===== config.mk =====
export PLATFORM = sky130hd
export DESIGN_NAME = spfdr_top
export DESIGN_NICKNAME = d
export VERILOG_FILES = /design/src/spfdr_pkg.sv /design/src/spfdr_arm.sv /design/src/spfdr_top.sv
export SDC_FILE = /design/constraint.sdc
export NUM_CORES = 1
export LEC_CHECK = 0
export ABC_AREA = 1
export BUFFER_PORTS_ARGS = -buffer_cell sky130_fd_sc_hd__buf_2
export CAP_MARGIN = 30
export CORE_MARGIN = 1
export CORE_UTILIZATION = 30
export CTS_CLUSTER_DIAMETER = 100
export DETAILED_ROUTE_END_ITERATION = 6
export PLACE_DENSITY_LB_ADDON = 0.05
export REMOVE_ABC_BUFFERS = 1
export SLEW_MARGIN = 5
export SYNTH_ARGS = -nofsm -noshare
export SYNTH_HDL_FRONTEND = slang
export SYNTH_HIERARCHICAL = 1
export SYNTH_SLANG_ARGS = --single-unit

===== constraint.sdc =====
create_clock -name CLK -period 1 [get_ports CLK]
set_input_delay 0.15 -clock CLK [delete_from_list [all_inputs] [get_ports CLK]]
set_output_delay 0.15 -clock CLK [all_outputs]
set_load 0.005 [all_outputs]

===== src/spfdr_pkg.sv =====
// Package for the serial port flag and DMA request block.
// Assumes an APB slave with 32-bit data; registers sit in the low byte of each word.
// Summary of operation
// - Nine-bit mode: received ninth bit captured with data
// - Eight-bit mode: ninth field mirrors bit 7
// - Transmit ninth bit loads with data, reset-immune
// - Receive DMA enable suppresses receiver CPU requests
// - Receiver full: CPU or DMA request by enables
// - Transmit DMA enable suppresses empty CPU request
// - Transmitter empty: CPU or DMA request
// - Overrun enable gates error request
// - Noise enable gates error request
// - Framing enable gates error request
// - Parity enable gates error request
// - Empty flag sets on handoff, reset sets
// - CPU clears empty: status read then write
// - DMA data write clears empty directly
// - First transmitter enable sets empty flag
// - Done flag: empty and idle, reset sets
// - Done flag requests CPU when enabled
// - Done flag clears when anything queued
// - Full flag sets on receive transfer, reset clears
// - Full clears: status read then data read
// - Receive DMA blocks all receiver CPU requests
package spfdr_pkg;
	// Register byte addresses
	localparam logic [7:0] SPFDR_ADDR_DATA   = 8'h00;
	localparam logic [7:0] SPFDR_ADDR_CTRL2  = 8'h04;
	localparam logic [7:0] SPFDR_ADDR_CTRL3  = 8'h08;
	localparam logic [7:0] SPFDR_ADDR_STAT1  = 8'h0C;
	// Control two bit positions
	localparam int SPFDR_C2_TX_EMPTY_IE = 7;
	localparam int SPFDR_C2_TX_DONE_IE  = 6;
	localparam int SPFDR_C2_RX_FULL_IE  = 5;
	localparam int SPFDR_C2_IDLE_IE     = 4;
	localparam int SPFDR_C2_TX_EN       = 3;
	// Control three bit positions
	localparam int SPFDR_C3_RX_NINTH    = 7;
	localparam int SPFDR_C3_TX_NINTH    = 6;
	localparam int SPFDR_C3_RX_DMA      = 5;
	localparam int SPFDR_C3_TX_DMA      = 4;
	localparam int SPFDR_C3_OVR_IE      = 3;
	localparam int SPFDR_C3_NOISE_IE    = 2;
	localparam int SPFDR_C3_FRAME_IE    = 1;
	localparam int SPFDR_C3_PARITY_IE   = 0;
	// Status one bit positions
	localparam int SPFDR_S1_TX_EMPTY    = 7;
	localparam int SPFDR_S1_TX_DONE     = 6;
	localparam int SPFDR_S1_RX_FULL     = 5;
	localparam int SPFDR_S1_IDLE        = 4;
	localparam int SPFDR_S1_OVERRUN     = 3;
	localparam int SPFDR_S1_NOISE       = 2;
	localparam int SPFDR_S1_FRAMING     = 1;
	localparam int SPFDR_S1_PARITY      = 0;
	// Number of receiver error and idle flags
	localparam int SPFDR_NUM_RX_FLAGS   = 5;
	// Reset values
	localparam logic [7:0] SPFDR_CTRL_RST = 8'h00;
	localparam logic [31:0] SPFDR_ZERO32  = 32'h0000_0000;
	// Clearing-sequence states of the CPU status reader
	typedef enum logic [1:0] {SPFDR_SEQ_IDLE, SPFDR_SEQ_ARMED, SPFDR_SEQ_SPARE} spfdr_seq_type;
endpackage


===== src/spfdr_arm.sv =====
// One flag with its clearing record: set from hardware, armed by a status read.
// Assumes single clock; set wins over clear in the same cycle.
`timescale 1ns/1ps
module spfdr_arm (
	input  wire logic CLK,
	input  wire logic SYS_RST,
	input  wire logic set_ev,    // Hardware event sets flag
	input  wire logic rst_val,   // Reset value of flag
	input  wire logic stat_rd,   // Status register read
	input  wire logic clr_acc,   // Qualifying data access by CPU
	input  wire logic dma_clr,   // Direct clear by DMA access
	output logic      flag_r     // Flag state
);
	import spfdr_pkg::*;
	logic             armed_r;   // Status read observed the flag set
	logic             cpu_clr;   // CPU sequence completes
	logic             flag_nxt;
	logic             armed_nxt;
	assign cpu_clr   = clr_acc & armed_r;
	assign flag_nxt  = set_ev | (flag_r & ~cpu_clr & ~dma_clr);  // Set wins
	// Record follows the status read only; a set landing with the clearing
	// access must not leave a stale record that clears the new event later
	assign armed_nxt = stat_rd ? flag_r : (armed_r & ~clr_acc & ~dma_clr);
	// Reset value is a tie-off, never a live pin; caught after release instead
	logic init_r;
	always_ff @(posedge CLK or posedge SYS_RST) begin
		if (SYS_RST) begin
			flag_r  <= 1'b0;
			armed_r <= 1'b0;
			init_r  <= 1'b1;
		end else begin
			init_r  <= 1'b0;
			flag_r  <= init_r ? (rst_val | set_ev) : flag_nxt;
			armed_r <= init_r ? 1'b0 : armed_nxt;
		end
	end
endmodule


===== src/spfdr_top.sv =====
// Flag and request routing of an asynchronous serial port, APB slave.
// Assumes shifter and detectors sit outside and give one-cycle event pulses.
// Register map: data at 0x00, control two 0x04, control three 0x08, status one 0x0C.
`timescale 1ns/1ps
module spfdr_top (
	input  wire logic        CLK,
	input  wire logic        SYS_RST,
	// APB slave
	input  wire logic        PSEL,
	input  wire logic        PENABLE,
	input  wire logic        PWRITE,
	input  wire logic [7:0]  PADDR,
	input  wire logic [31:0] PWDATA,
	output logic [31:0]      PRDATA,
	output logic             PREADY,
	output logic             PSLVERR,
	// DMA data port, one-cycle strobes
	input  wire logic        DMA_WR,
	input  wire logic [7:0]  DMA_WDATA,
	input  wire logic        DMA_RD,
	output logic [7:0]       DMA_RDATA,
	// Character format from the shifter side
	input  wire logic        NINE_BIT_MODE,
	// Receive shifter events
	input  wire logic        RX_LOAD,
	input  wire logic [8:0]  RX_CHAR,
	input  wire logic        IDLE_EV,
	input  wire logic        OVERRUN_EV,
	input  wire logic        NOISE_EV,
	input  wire logic        FRAMING_EV,
	input  wire logic        PARITY_EV,
	// Transmit shifter handshake
	input  wire logic        TX_TAKE,
	input  wire logic        TX_ACTIVE,
	output logic [8:0]       TX_CHAR,
	output logic             TX_QUEUED,
	// Requests
	output logic             RX_IRQ,
	output logic             TX_IRQ,
	output logic             ERR_IRQ,
	output logic             RX_DMA_REQ,
	output logic             TX_DMA_REQ
);
	import spfdr_pkg::*;

	// Control and data storage
	logic [7:0] ctrl2_r;          // Interrupt enables and transmitter enable
	logic [5:0] ctrl3_r;          // DMA enables and error enables
	logic       tx_ninth_bit_r;   // Written ninth bit, reset-immune
	logic       rx_ninth_bit_r;   // Received ninth bit, reset-immune
	logic [7:0] rx_data_r;        // Received byte
	logic [7:0] tx_data_r;        // Byte waiting for the shifter
	logic       tx_pend_r;        // Data or preamble queued
	logic       tx_en_seen_r;     // Transmitter has been enabled once
	logic       tx_done_r;        // Transmission complete flag
	logic [31:0] prdata_r;        // Registered read data

	// Access decode
	wire acc      = PSEL & PENABLE;
	wire wr_acc   = acc & PWRITE;
	wire rd_acc   = acc & ~PWRITE;
	wire hit_data = (PADDR == SPFDR_ADDR_DATA);
	wire hit_c2   = (PADDR == SPFDR_ADDR_CTRL2);
	wire hit_c3   = (PADDR == SPFDR_ADDR_CTRL3);
	wire hit_s1   = (PADDR == SPFDR_ADDR_STAT1);
	wire mapped   = hit_data | hit_c2 | hit_c3 | hit_s1;
	wire cpu_dwr  = wr_acc & hit_data;
	wire cpu_drd  = rd_acc & hit_data;
	wire stat_rd  = rd_acc & hit_s1;
	wire c2_wr    = wr_acc & hit_c2;
	wire c3_wr    = wr_acc & hit_c3;

	// Named control bits
	wire tx_empty_irq_enable = ctrl2_r[SPFDR_C2_TX_EMPTY_IE];
	wire tx_done_irq_enable  = ctrl2_r[SPFDR_C2_TX_DONE_IE];
	wire rx_full_irq_enable  = ctrl2_r[SPFDR_C2_RX_FULL_IE];
	wire idle_irq_enable     = ctrl2_r[SPFDR_C2_IDLE_IE];
	wire tx_enable           = ctrl2_r[SPFDR_C2_TX_EN];
	wire rx_dma_enable       = ctrl3_r[SPFDR_C3_RX_DMA];
	wire tx_dma_enable       = ctrl3_r[SPFDR_C3_TX_DMA];
	wire overrun_irq_enable  = ctrl3_r[SPFDR_C3_OVR_IE];
	wire noise_irq_enable    = ctrl3_r[SPFDR_C3_NOISE_IE];
	wire framing_irq_enable  = ctrl3_r[SPFDR_C3_FRAME_IE];
	wire parity_irq_enable   = ctrl3_r[SPFDR_C3_PARITY_IE];

	// First rising of the transmitter enable queues a preamble
	wire tx_en_first = c2_wr & PWDATA[SPFDR_C2_TX_EN] & ~tx_en_seen_r;
	// Shifter takes data or preamble; hands off empties the data buffer
	wire tx_handoff  = TX_TAKE & tx_pend_r;
	// Anything written to the data register is queued
	wire data_wr     = cpu_dwr | DMA_WR;

	// Transmitter empty flag
	logic tx_empty_flag;
	spfdr_arm u_tx_empty (
		.CLK     (CLK),
		.SYS_RST (SYS_RST),
		.set_ev  (tx_handoff | tx_en_first),
		.rst_val (1'b1),
		.stat_rd (stat_rd),
		.clr_acc (cpu_dwr),
		.dma_clr (DMA_WR),
		.flag_r  (tx_empty_flag)
	);

	// Receiver full flag
	logic rx_full_flag;
	spfdr_arm u_rx_full (
		.CLK     (CLK),
		.SYS_RST (SYS_RST),
		.set_ev  (RX_LOAD),
		.rst_val (1'b0),
		.stat_rd (stat_rd),
		.clr_acc (cpu_drd),
		.dma_clr (DMA_RD),
		.flag_r  (rx_full_flag)
	);

	// Receiver idle and error flags, cleared by status read then data read
	logic [SPFDR_NUM_RX_FLAGS-1:0] rx_ev;
	logic [SPFDR_NUM_RX_FLAGS-1:0] rx_flags;
	assign rx_ev = {IDLE_EV, OVERRUN_EV, NOISE_EV, FRAMING_EV, PARITY_EV};
	genvar gi;
	generate
		for (gi = 0; gi < SPFDR_NUM_RX_FLAGS; gi++) begin : g_rxf
			spfdr_arm u_f (
				.CLK     (CLK),
				.SYS_RST (SYS_RST),
				.set_ev  (rx_ev[gi]),
				.rst_val (1'b0),
				.stat_rd (stat_rd),
				.clr_acc (cpu_drd),
				.dma_clr (1'b0),
				.flag_r  (rx_flags[gi])
			);
		end
	endgenerate
	wire idle_flag         = rx_flags[SPFDR_S1_IDLE];
	wire overrun_flag      = rx_flags[SPFDR_S1_OVERRUN];
	wire noise_flag        = rx_flags[SPFDR_S1_NOISE];
	wire framing_fault_flag = rx_flags[SPFDR_S1_FRAMING];
	wire parity_fault_flag = rx_flags[SPFDR_S1_PARITY];

	// Status image
	wire [7:0] stat1 = {tx_empty_flag, tx_done_r, rx_full_flag, rx_flags};
	wire [7:0] ctrl3_img = {rx_ninth_bit_r, tx_ninth_bit_r, ctrl3_r};

	// Control registers, cleared by reset
	always_ff @(posedge CLK or posedge SYS_RST) begin
		if (SYS_RST) begin
			ctrl2_r <= SPFDR_CTRL_RST;
			ctrl3_r <= SPFDR_CTRL_RST[5:0];
		end else begin
			if (c2_wr) begin
				ctrl2_r <= PWDATA[7:0];
			end
			if (c3_wr) begin
				ctrl3_r <= PWDATA[5:0];
			end
		end
	end

	// Reset-immune data path: ninth bits and data bytes
	always_ff @(posedge CLK) begin
		if (c3_wr) begin
			tx_ninth_bit_r <= PWDATA[SPFDR_C3_TX_NINTH];
		end
		if (RX_LOAD) begin
			rx_data_r      <= RX_CHAR[7:0];
			// Ninth bit or copy of bit 7, caught with the byte
			rx_ninth_bit_r <= NINE_BIT_MODE ? RX_CHAR[8] : RX_CHAR[7];
		end
		if (DMA_WR) begin
			tx_data_r <= DMA_WDATA;
		end else if (cpu_dwr) begin
			tx_data_r <= PWDATA[7:0];
		end
		if (tx_handoff) begin
			TX_CHAR <= {tx_ninth_bit_r, tx_data_r};
		end
	end

	// Transmit queue state and completion flag
	always_ff @(posedge CLK or posedge SYS_RST) begin
		if (SYS_RST) begin
			tx_pend_r    <= 1'b0;
			tx_en_seen_r <= 1'b0;
			tx_done_r    <= 1'b1;
		end else begin
			tx_pend_r <= (data_wr | tx_en_first) | (tx_pend_r & ~TX_TAKE);
			if (tx_en_first) begin
				tx_en_seen_r <= 1'b1;
			end
			if (data_wr | tx_en_first) begin
				tx_done_r <= 1'b0;
			end else if (tx_empty_flag & ~tx_pend_r & ~TX_ACTIVE) begin
				tx_done_r <= 1'b1;
			end
		end
	end
	assign TX_QUEUED = tx_pend_r;

	// Request routing
	assign RX_IRQ     = ~rx_dma_enable & ((rx_full_flag & rx_full_irq_enable)
		| (idle_flag & idle_irq_enable));
	assign RX_DMA_REQ = rx_dma_enable & rx_full_irq_enable & rx_full_flag;
	assign TX_IRQ     = (tx_empty_flag & tx_empty_irq_enable & ~tx_dma_enable)
		| (tx_done_r & tx_done_irq_enable);
	assign TX_DMA_REQ = tx_dma_enable & tx_empty_irq_enable & tx_empty_flag;
	// Error requests also fall silent under receive DMA
	assign ERR_IRQ    = ~rx_dma_enable & ((overrun_flag & overrun_irq_enable)
		| (noise_flag & noise_irq_enable)
		| (framing_fault_flag & framing_irq_enable)
		| (parity_fault_flag & parity_irq_enable));

	// APB read mux; zero wait states
	wire [31:0] rd_mux = hit_data ? {24'h00_0000, rx_data_r} :
		hit_c2 ? {24'h00_0000, ctrl2_r} :
		hit_c3 ? {24'h00_0000, ctrl3_img} :
		hit_s1 ? {24'h00_0000, stat1} : SPFDR_ZERO32;
	always_ff @(posedge CLK or posedge SYS_RST) begin
		if (SYS_RST) begin
			prdata_r <= SPFDR_ZERO32;
		end else if (PSEL & ~PENABLE & ~PWRITE) begin
			prdata_r <= rd_mux;
		end
	end
	assign PRDATA    = prdata_r;
	assign PREADY    = 1'b1;
	assign PSLVERR   = acc & ~mapped;
	assign DMA_RDATA = rx_data_r;
endmodule


# --- After elaboration in Yosys (flattened, before gate mapping) ---
# Index checks and enable logic that the tools add are counted.
word_totals:
  regBits: 91
  input_bits: 73
  output_inout_bits: 57
  wordCells: 158
op_classes:
  bitwise: 96
  eq_ne: 3
  n_reduce_logical: 3
  muxes: 30
ops:
  columns: ["operator", "n"]
  rows:
  - ["1-bit bitwise AND", 57]
  - ["8-bit 2-to-1 mux", 6]
  - ["1-bit 2-to-1 mux", 24]
  - ["1-bit NOT", 20]
  - ["1-bit bitwise OR", 19]
  - ["8-bit by 4-bit equality test with 1-bit output, second input constant", 2]
  - ["8-bit by 3-bit equality test with 1-bit output, second input constant", 1]
  - ["8-bit logical NOT", 1]
  - ["2-bit nonzero test", 2]

# --- Logic depth before layout (Yosys ltp) ---
depth:
  depth_word: 9
  ltp_mapped: 10
  ltp_nobuf: 9

# --- By module ---
# Netlist, hierarchy kept.
by_module_without_submodules:
  columns: ["mod", "cells_per_inst", "n_inst", "seq_area_each_um2", "area_per_inst_um2"]
  rows:
  - ["spfdr_top", 291, 1, 1437.6, 2730.1]
  - ["spfdr_arm", 18, 7, 76.3, 142.6]

# --- Worst setup path after synthesis ---
# Ideal clock, no wire load.
synth_timing:
  kind: "input-to-reg"
  startpoint: "in PADDR[7]"
  endpoint: "reg g_rxf[0].u_f.armed_r"
  arrival_time_ps: 1936
  slack_ps: -1007
  n_path_buf: 1
  stages: 8
  required_time_ps: 930
  path_cell_list: "nor2_2 > nand2_4 > inv_4 > buf_6 > nand2_1 > nor3_1 > nand3_1 > nand2_1"
synth_via:
  word_cells_on_any_way: 8
synth_rtl:
  columns: ["item", "line", "rtl"]
  rows:
  - ["start: declaration", "spfdr_top.sv:12", "input wire logic [7:0] PADDR,"]
  - ["8-bit by 4-bit equality test with 1-bit output", "spfdr_top.sv:65", "wire hit_s1 = (PADDR == SPFDR_ADDR_STAT1);"]
  - ["1-bit bitwise AND", "spfdr_top.sv:69", "wire stat_rd = rd_acc & hit_s1;"]
  - ["named net stat_rd", "spfdr_top.sv:69", null]
  - ["1-bit 2-to-1 mux", "spfdr_arm.sv:23", "assign armed_nxt = stat_rd ? flag_r : (armed_r & ~clr_acc & ~dma_clr);"]
  - ["1-bit 2-to-1 mux", "spfdr_arm.sv:34", "armed_r <= init_r ? 1'b0 : armed_nxt;"]
  - ["end signal: assignment", "spfdr_arm.sv:34", null]
  - ["end: declaration", "spfdr_arm.sv:15", "logic armed_r;"]
# The timed path passes the listed nets, and every way through them passes these cells.
# A chain may end at the register's enable or synchronous reset.

# --- Worst setup path in the final report ---
layout_timing:
  startpoint: "reg ctrl3_r[1]"
  endpoint: "out ERR_IRQ"
layout_via:
  elab_chain_len: 4
layout_rtl:
  columns: ["item", "line", "rtl"]
  rows:
  - ["start: declaration", "spfdr_top.sv:48", "logic [5:0] ctrl3_r;"]
  - ["start signal: assignment", "spfdr_top.sv:152", "ctrl3_r <= SPFDR_CTRL_RST[5:0];"]
  - ["start signal: assignment", "spfdr_top.sv:158", "ctrl3_r <= PWDATA[5:0];"]
  - ["1-bit bitwise AND", "spfdr_top.sv:213", "| (framing_fault_flag & framing_irq_enable)"]
  - ["1-bit bitwise OR", "spfdr_top.sv:213", null]
  - ["1-bit bitwise OR", "spfdr_top.sv:214", "| (parity_fault_flag & parity_irq_enable));"]
  - ["1-bit bitwise AND", "spfdr_top.sv:211", "assign ERR_IRQ = ~rx_dma_enable & ((overrun_flag & overrun_irq_enable)"]
  - ["end: declaration", "spfdr_top.sv:40", "output logic ERR_IRQ,"]
# Every way passes these cells.

==> impl_metrics.tcl <==
set metrics [dict create \
    status "complete, but fails checks" \
    violations "setup timing" \
    die-area_um2 12900 \
    power_w 0.00755 \
    synth.avg_cell_area_um2 8.94 \
    num_io_pins 130 \
    cts_root_buf "clkbuf_16" \
    die_y_um 113 \
    route.detailed.drc 0 \
    setup_tns_ns -2.77 \
    dp_hpwl_um 6880 \
    clk_latency_ns 0.34 \
    period_share_pct 132 \
    setup_viol 40 \
    final_layout_size_suffix_gt1_share_pct 48.0 \
    die_w_um 113 \
    slew_violations 0 \
    max_clock_freq_mhz 759 \
    htree_levels 3 \
    grt_pass1_vias 3095 \
    grt_max_degree 18 \
    postRouteAntennaNets 0 \
    tritoncts "built" \
    routedWlPerCell_um 12.8 \
    grt_pass1_wl_um 15200 \
    end_kind "primary output" \
    cp.arrival_ns 1.17 \
    fin_skew_ns 0.00805 \
    slowest_delay_ns 0.37 \
    via_count 3233 \
    hold_class "in2reg" \
    cp_max_fo 3 \
    netlist_area_um2 3730 \
    ir_worst_vdd_mv 0.657 \
    cts_buffers 9 \
    path_buf_inv 1 \
    synth_top_family_by_area "simple AND/OR/NAND/NOR gates" \
    cp.required_ns 0.85 \
    slowest_stage "dfrtp_1" \
    clk_pin_slew_ns 0.06 \
    gp_congestion 0.773 \
    drtIter0Drc 148 \
    clock-sinks 73 \
    portBuffers 80 \
    drt_first_pass_iters 4 \
    area_delta_synth_final_pct 53.7 \
    yosysUniqueCellTypes 33 \
    core-area_um2 12100 \
    synth-xor-area-share_pct 0 \
    initial_core_util_pct 30.9 \
    crit_path_start_kind "register" \
    overflow 0 \
    ys_ff_latch 73 \
    viasPerCell 4.16 \
    power.leakage_nw 2.85 \
    pre_cts_ws_ns -0.455 \
    powerDensity_nw_per_um2 1320 \
    synth-simple-area-share_pct 22.6 \
    crit_chain "nand2_1, a41oi_2, buf_2" \
    ys_warn_count 6 \
    cts_buffer_depth 2 \
    synthAdderAreaFrac_pct 0 \
    wl_um 9940 \
    syn_inst 417 \
    num_antenna_cells 0 \
    hold_ws_ns 0.0150 \
    critical_path_class "reg2out" \
    crit_family "flip-flops" \
    cap_violations 0 \
    synth_mux_area_share_pct 0.302 \
    synth_compound_area_share_pct 10.1 \
    synth_seq_area_share_pct 52.9 \
    antenna_found_initial 0 \
    utilization_pct 47.5 \
    rows 40 \
    fin_crit_ns 1.32 \
    hold_viol_final 0 \
    rsz0062_at_grt "true" \
    grt_usage_pct 15.7 \
    worst_slack_ns -0.318 \
    layout.nets 678 \
]
## worst paths after layout
kind	from	endpoint	slack [ns]	cells after the start
min in group asynchronous	SYS_RST	g_rxf[2].u_f/armed_r	0.32	3
worst min-delay path	NOISE_EV	g_rxf[2].u_f/flag_r	0.01	3
worst min register to register	tx_data_r[5]	TX_CHAR[5]	0.41	0
max in group asynchronous	SYS_RST	tx_done_r	0.29	4
worst max register to register	g_rxf[1].u_f/flag_r	PRDATA[1]	-0.05	8
worst max-delay path	ctrl3_r[1]	ERR_IRQ	-0.32	3
## worst register-to-register path, cell delays in order (launching register included)
cell,delay (ns)
dfrtp_1,0.38
buf_4,0.14
buf_6,0.10
nand3_1,0.07
nand2_1,0.05
inv_1,0.05
nand2_1,0.05
nand2_1,0.06
nand2_1,0.04
## routing by layer
metal	wire (µm)	track usage (%)	up-vias
met1	4440	19.9	1518
met2	4910	25.7	78
li1	-	-	1622
met5	0	0	-
met3	393	3.67	15
met4	195	7.11	0
## final cells by class
type	count	area (µm²)
timing repair buffer	167	1270
tap	168	210
sequential	73	1980
fill	1187	6330
inverter	69	279
multi-input combinational	285	1690
clock buffer	9	225
clock inverter	7	78.8
## where the power goes
group	internal [W]	leakage, nW	total (W)	switching, W
clock	0.00195	0.150	0.00329	0.00134
combinational	0.000449	1.87	0.000910	0.000462
sequential	0.00328	0.839	0.00335	0.0000707
total	0.00568	2.85	0.00755	0.00187
## per-stage QoR
| step | area [µm²] | instances |
|---|---|---|
| CTS | 5360 | 768 |
| global route | 5730 | 778 |
| floorplan | 3650 | 427 |
| global placement | 4610 | 714 |
| finish | 5730 | 778 |
| detailed placement | 4610 | 714 |
## cells in the mapped netlist
cell / count / area share [%]
clkbuf_1: 1 / 0.10
dfstp_2: 8 / 5.6
buf_6: 3 / 0.91
inv_4: 2 / 0.34
inv_2: 8 / 0.81
nor3_1: 3 / 0.40
buf_4: 25 / 5.0
nor2_2: 17 / 2.9
edfxtp_1: 27 / 22
nor2_1: 4 / 0.40
conb_1: 9 / 0.91
nand3_1: 30 / 4.0
o21ai_2: 14 / 3.3
o21bai_1: 1 / 0.20
nand2_1: 106 / 11
nand4_1: 1 / 0.17
o21ai_1: 7 / 0.94
nand2_2: 4 / 0.67
dfrtp_1: 38 / 26
inv_1: 59 / 5.9
nand3_2: 2 / 0.54
o211ai_1: 9 / 1.8
a21oi_1: 16 / 2.1
nand3b_2: 1 / 0.30
mux2_2: 1 / 0.30
or2_2: 1 / 0.17
o21ai_0: 9 / 1.2
buf_2: 1 / 0.13
nor2_4: 5 / 1.5
nor3_2: 1 / 0.27
nand2_4: 2 / 0.60
a41oi_1: 1 / 0.23
a21oi_2: 1 / 0.23
## cell families (layout without fill, tap and decap cells)
kind of cell	count (synthesis)	count (layout)
compound gates	58	58
buf+inv	99	252
flops	73	73
mux	1	1
other cells	9	49
simple gates	177	177
## timing repair
item                                   in CTS  in global routing
hold buffers                               10                  0
setup buffers                              26                 10
gates cloned                                2                  1
setup endpoints to repair                  48                 77
resized for setup                          43                 72
endpoints found under the hold margin      54                  0
pin swaps                                  30                 38
## placed cells by master (no fill, tap or decap), drive strengths merged
cell	n
inv	69
edfxtp	27
dfstp	8
o21bai	1
dfrtp	38
a41oi	1
nand3	32
clkinv	6
mux2	1
or2	1
clkbuf	10
bufinv	1
nor3	4
a21oi	17
buf	156
nand2	112
nor2	26
o21ai	30
o211ai	9
nand3b	1
nand4	1
conb	49
dlygate4sd3	10
## state kept, by name (all words and copies together), names as in the netlist
name / cells
rx_ninth_bit_r: 1
ctrl2_r: 8
u_rx_full/armed_r: 1
TX_CHAR: 9
tx_en_seen_r: 1
tx_ninth_bit_r: 1
tx_data_r: 8
tx_done_r: 1
g_rxf.u_f/flag_r: 5
g_rxf.u_f/armed_r: 5
PRDATA: 8
u_tx_empty/flag_r: 1
u_rx_full/init_r: 1
TX_QUEUED: 1
u_tx_empty/init_r: 1
u_rx_full/flag_r: 1
g_rxf.u_f/init_r: 5
u_tx_empty/armed_r: 1
DMA_RDATA: 8
ctrl3_r: 6
(Power assumes the default switching activity.)
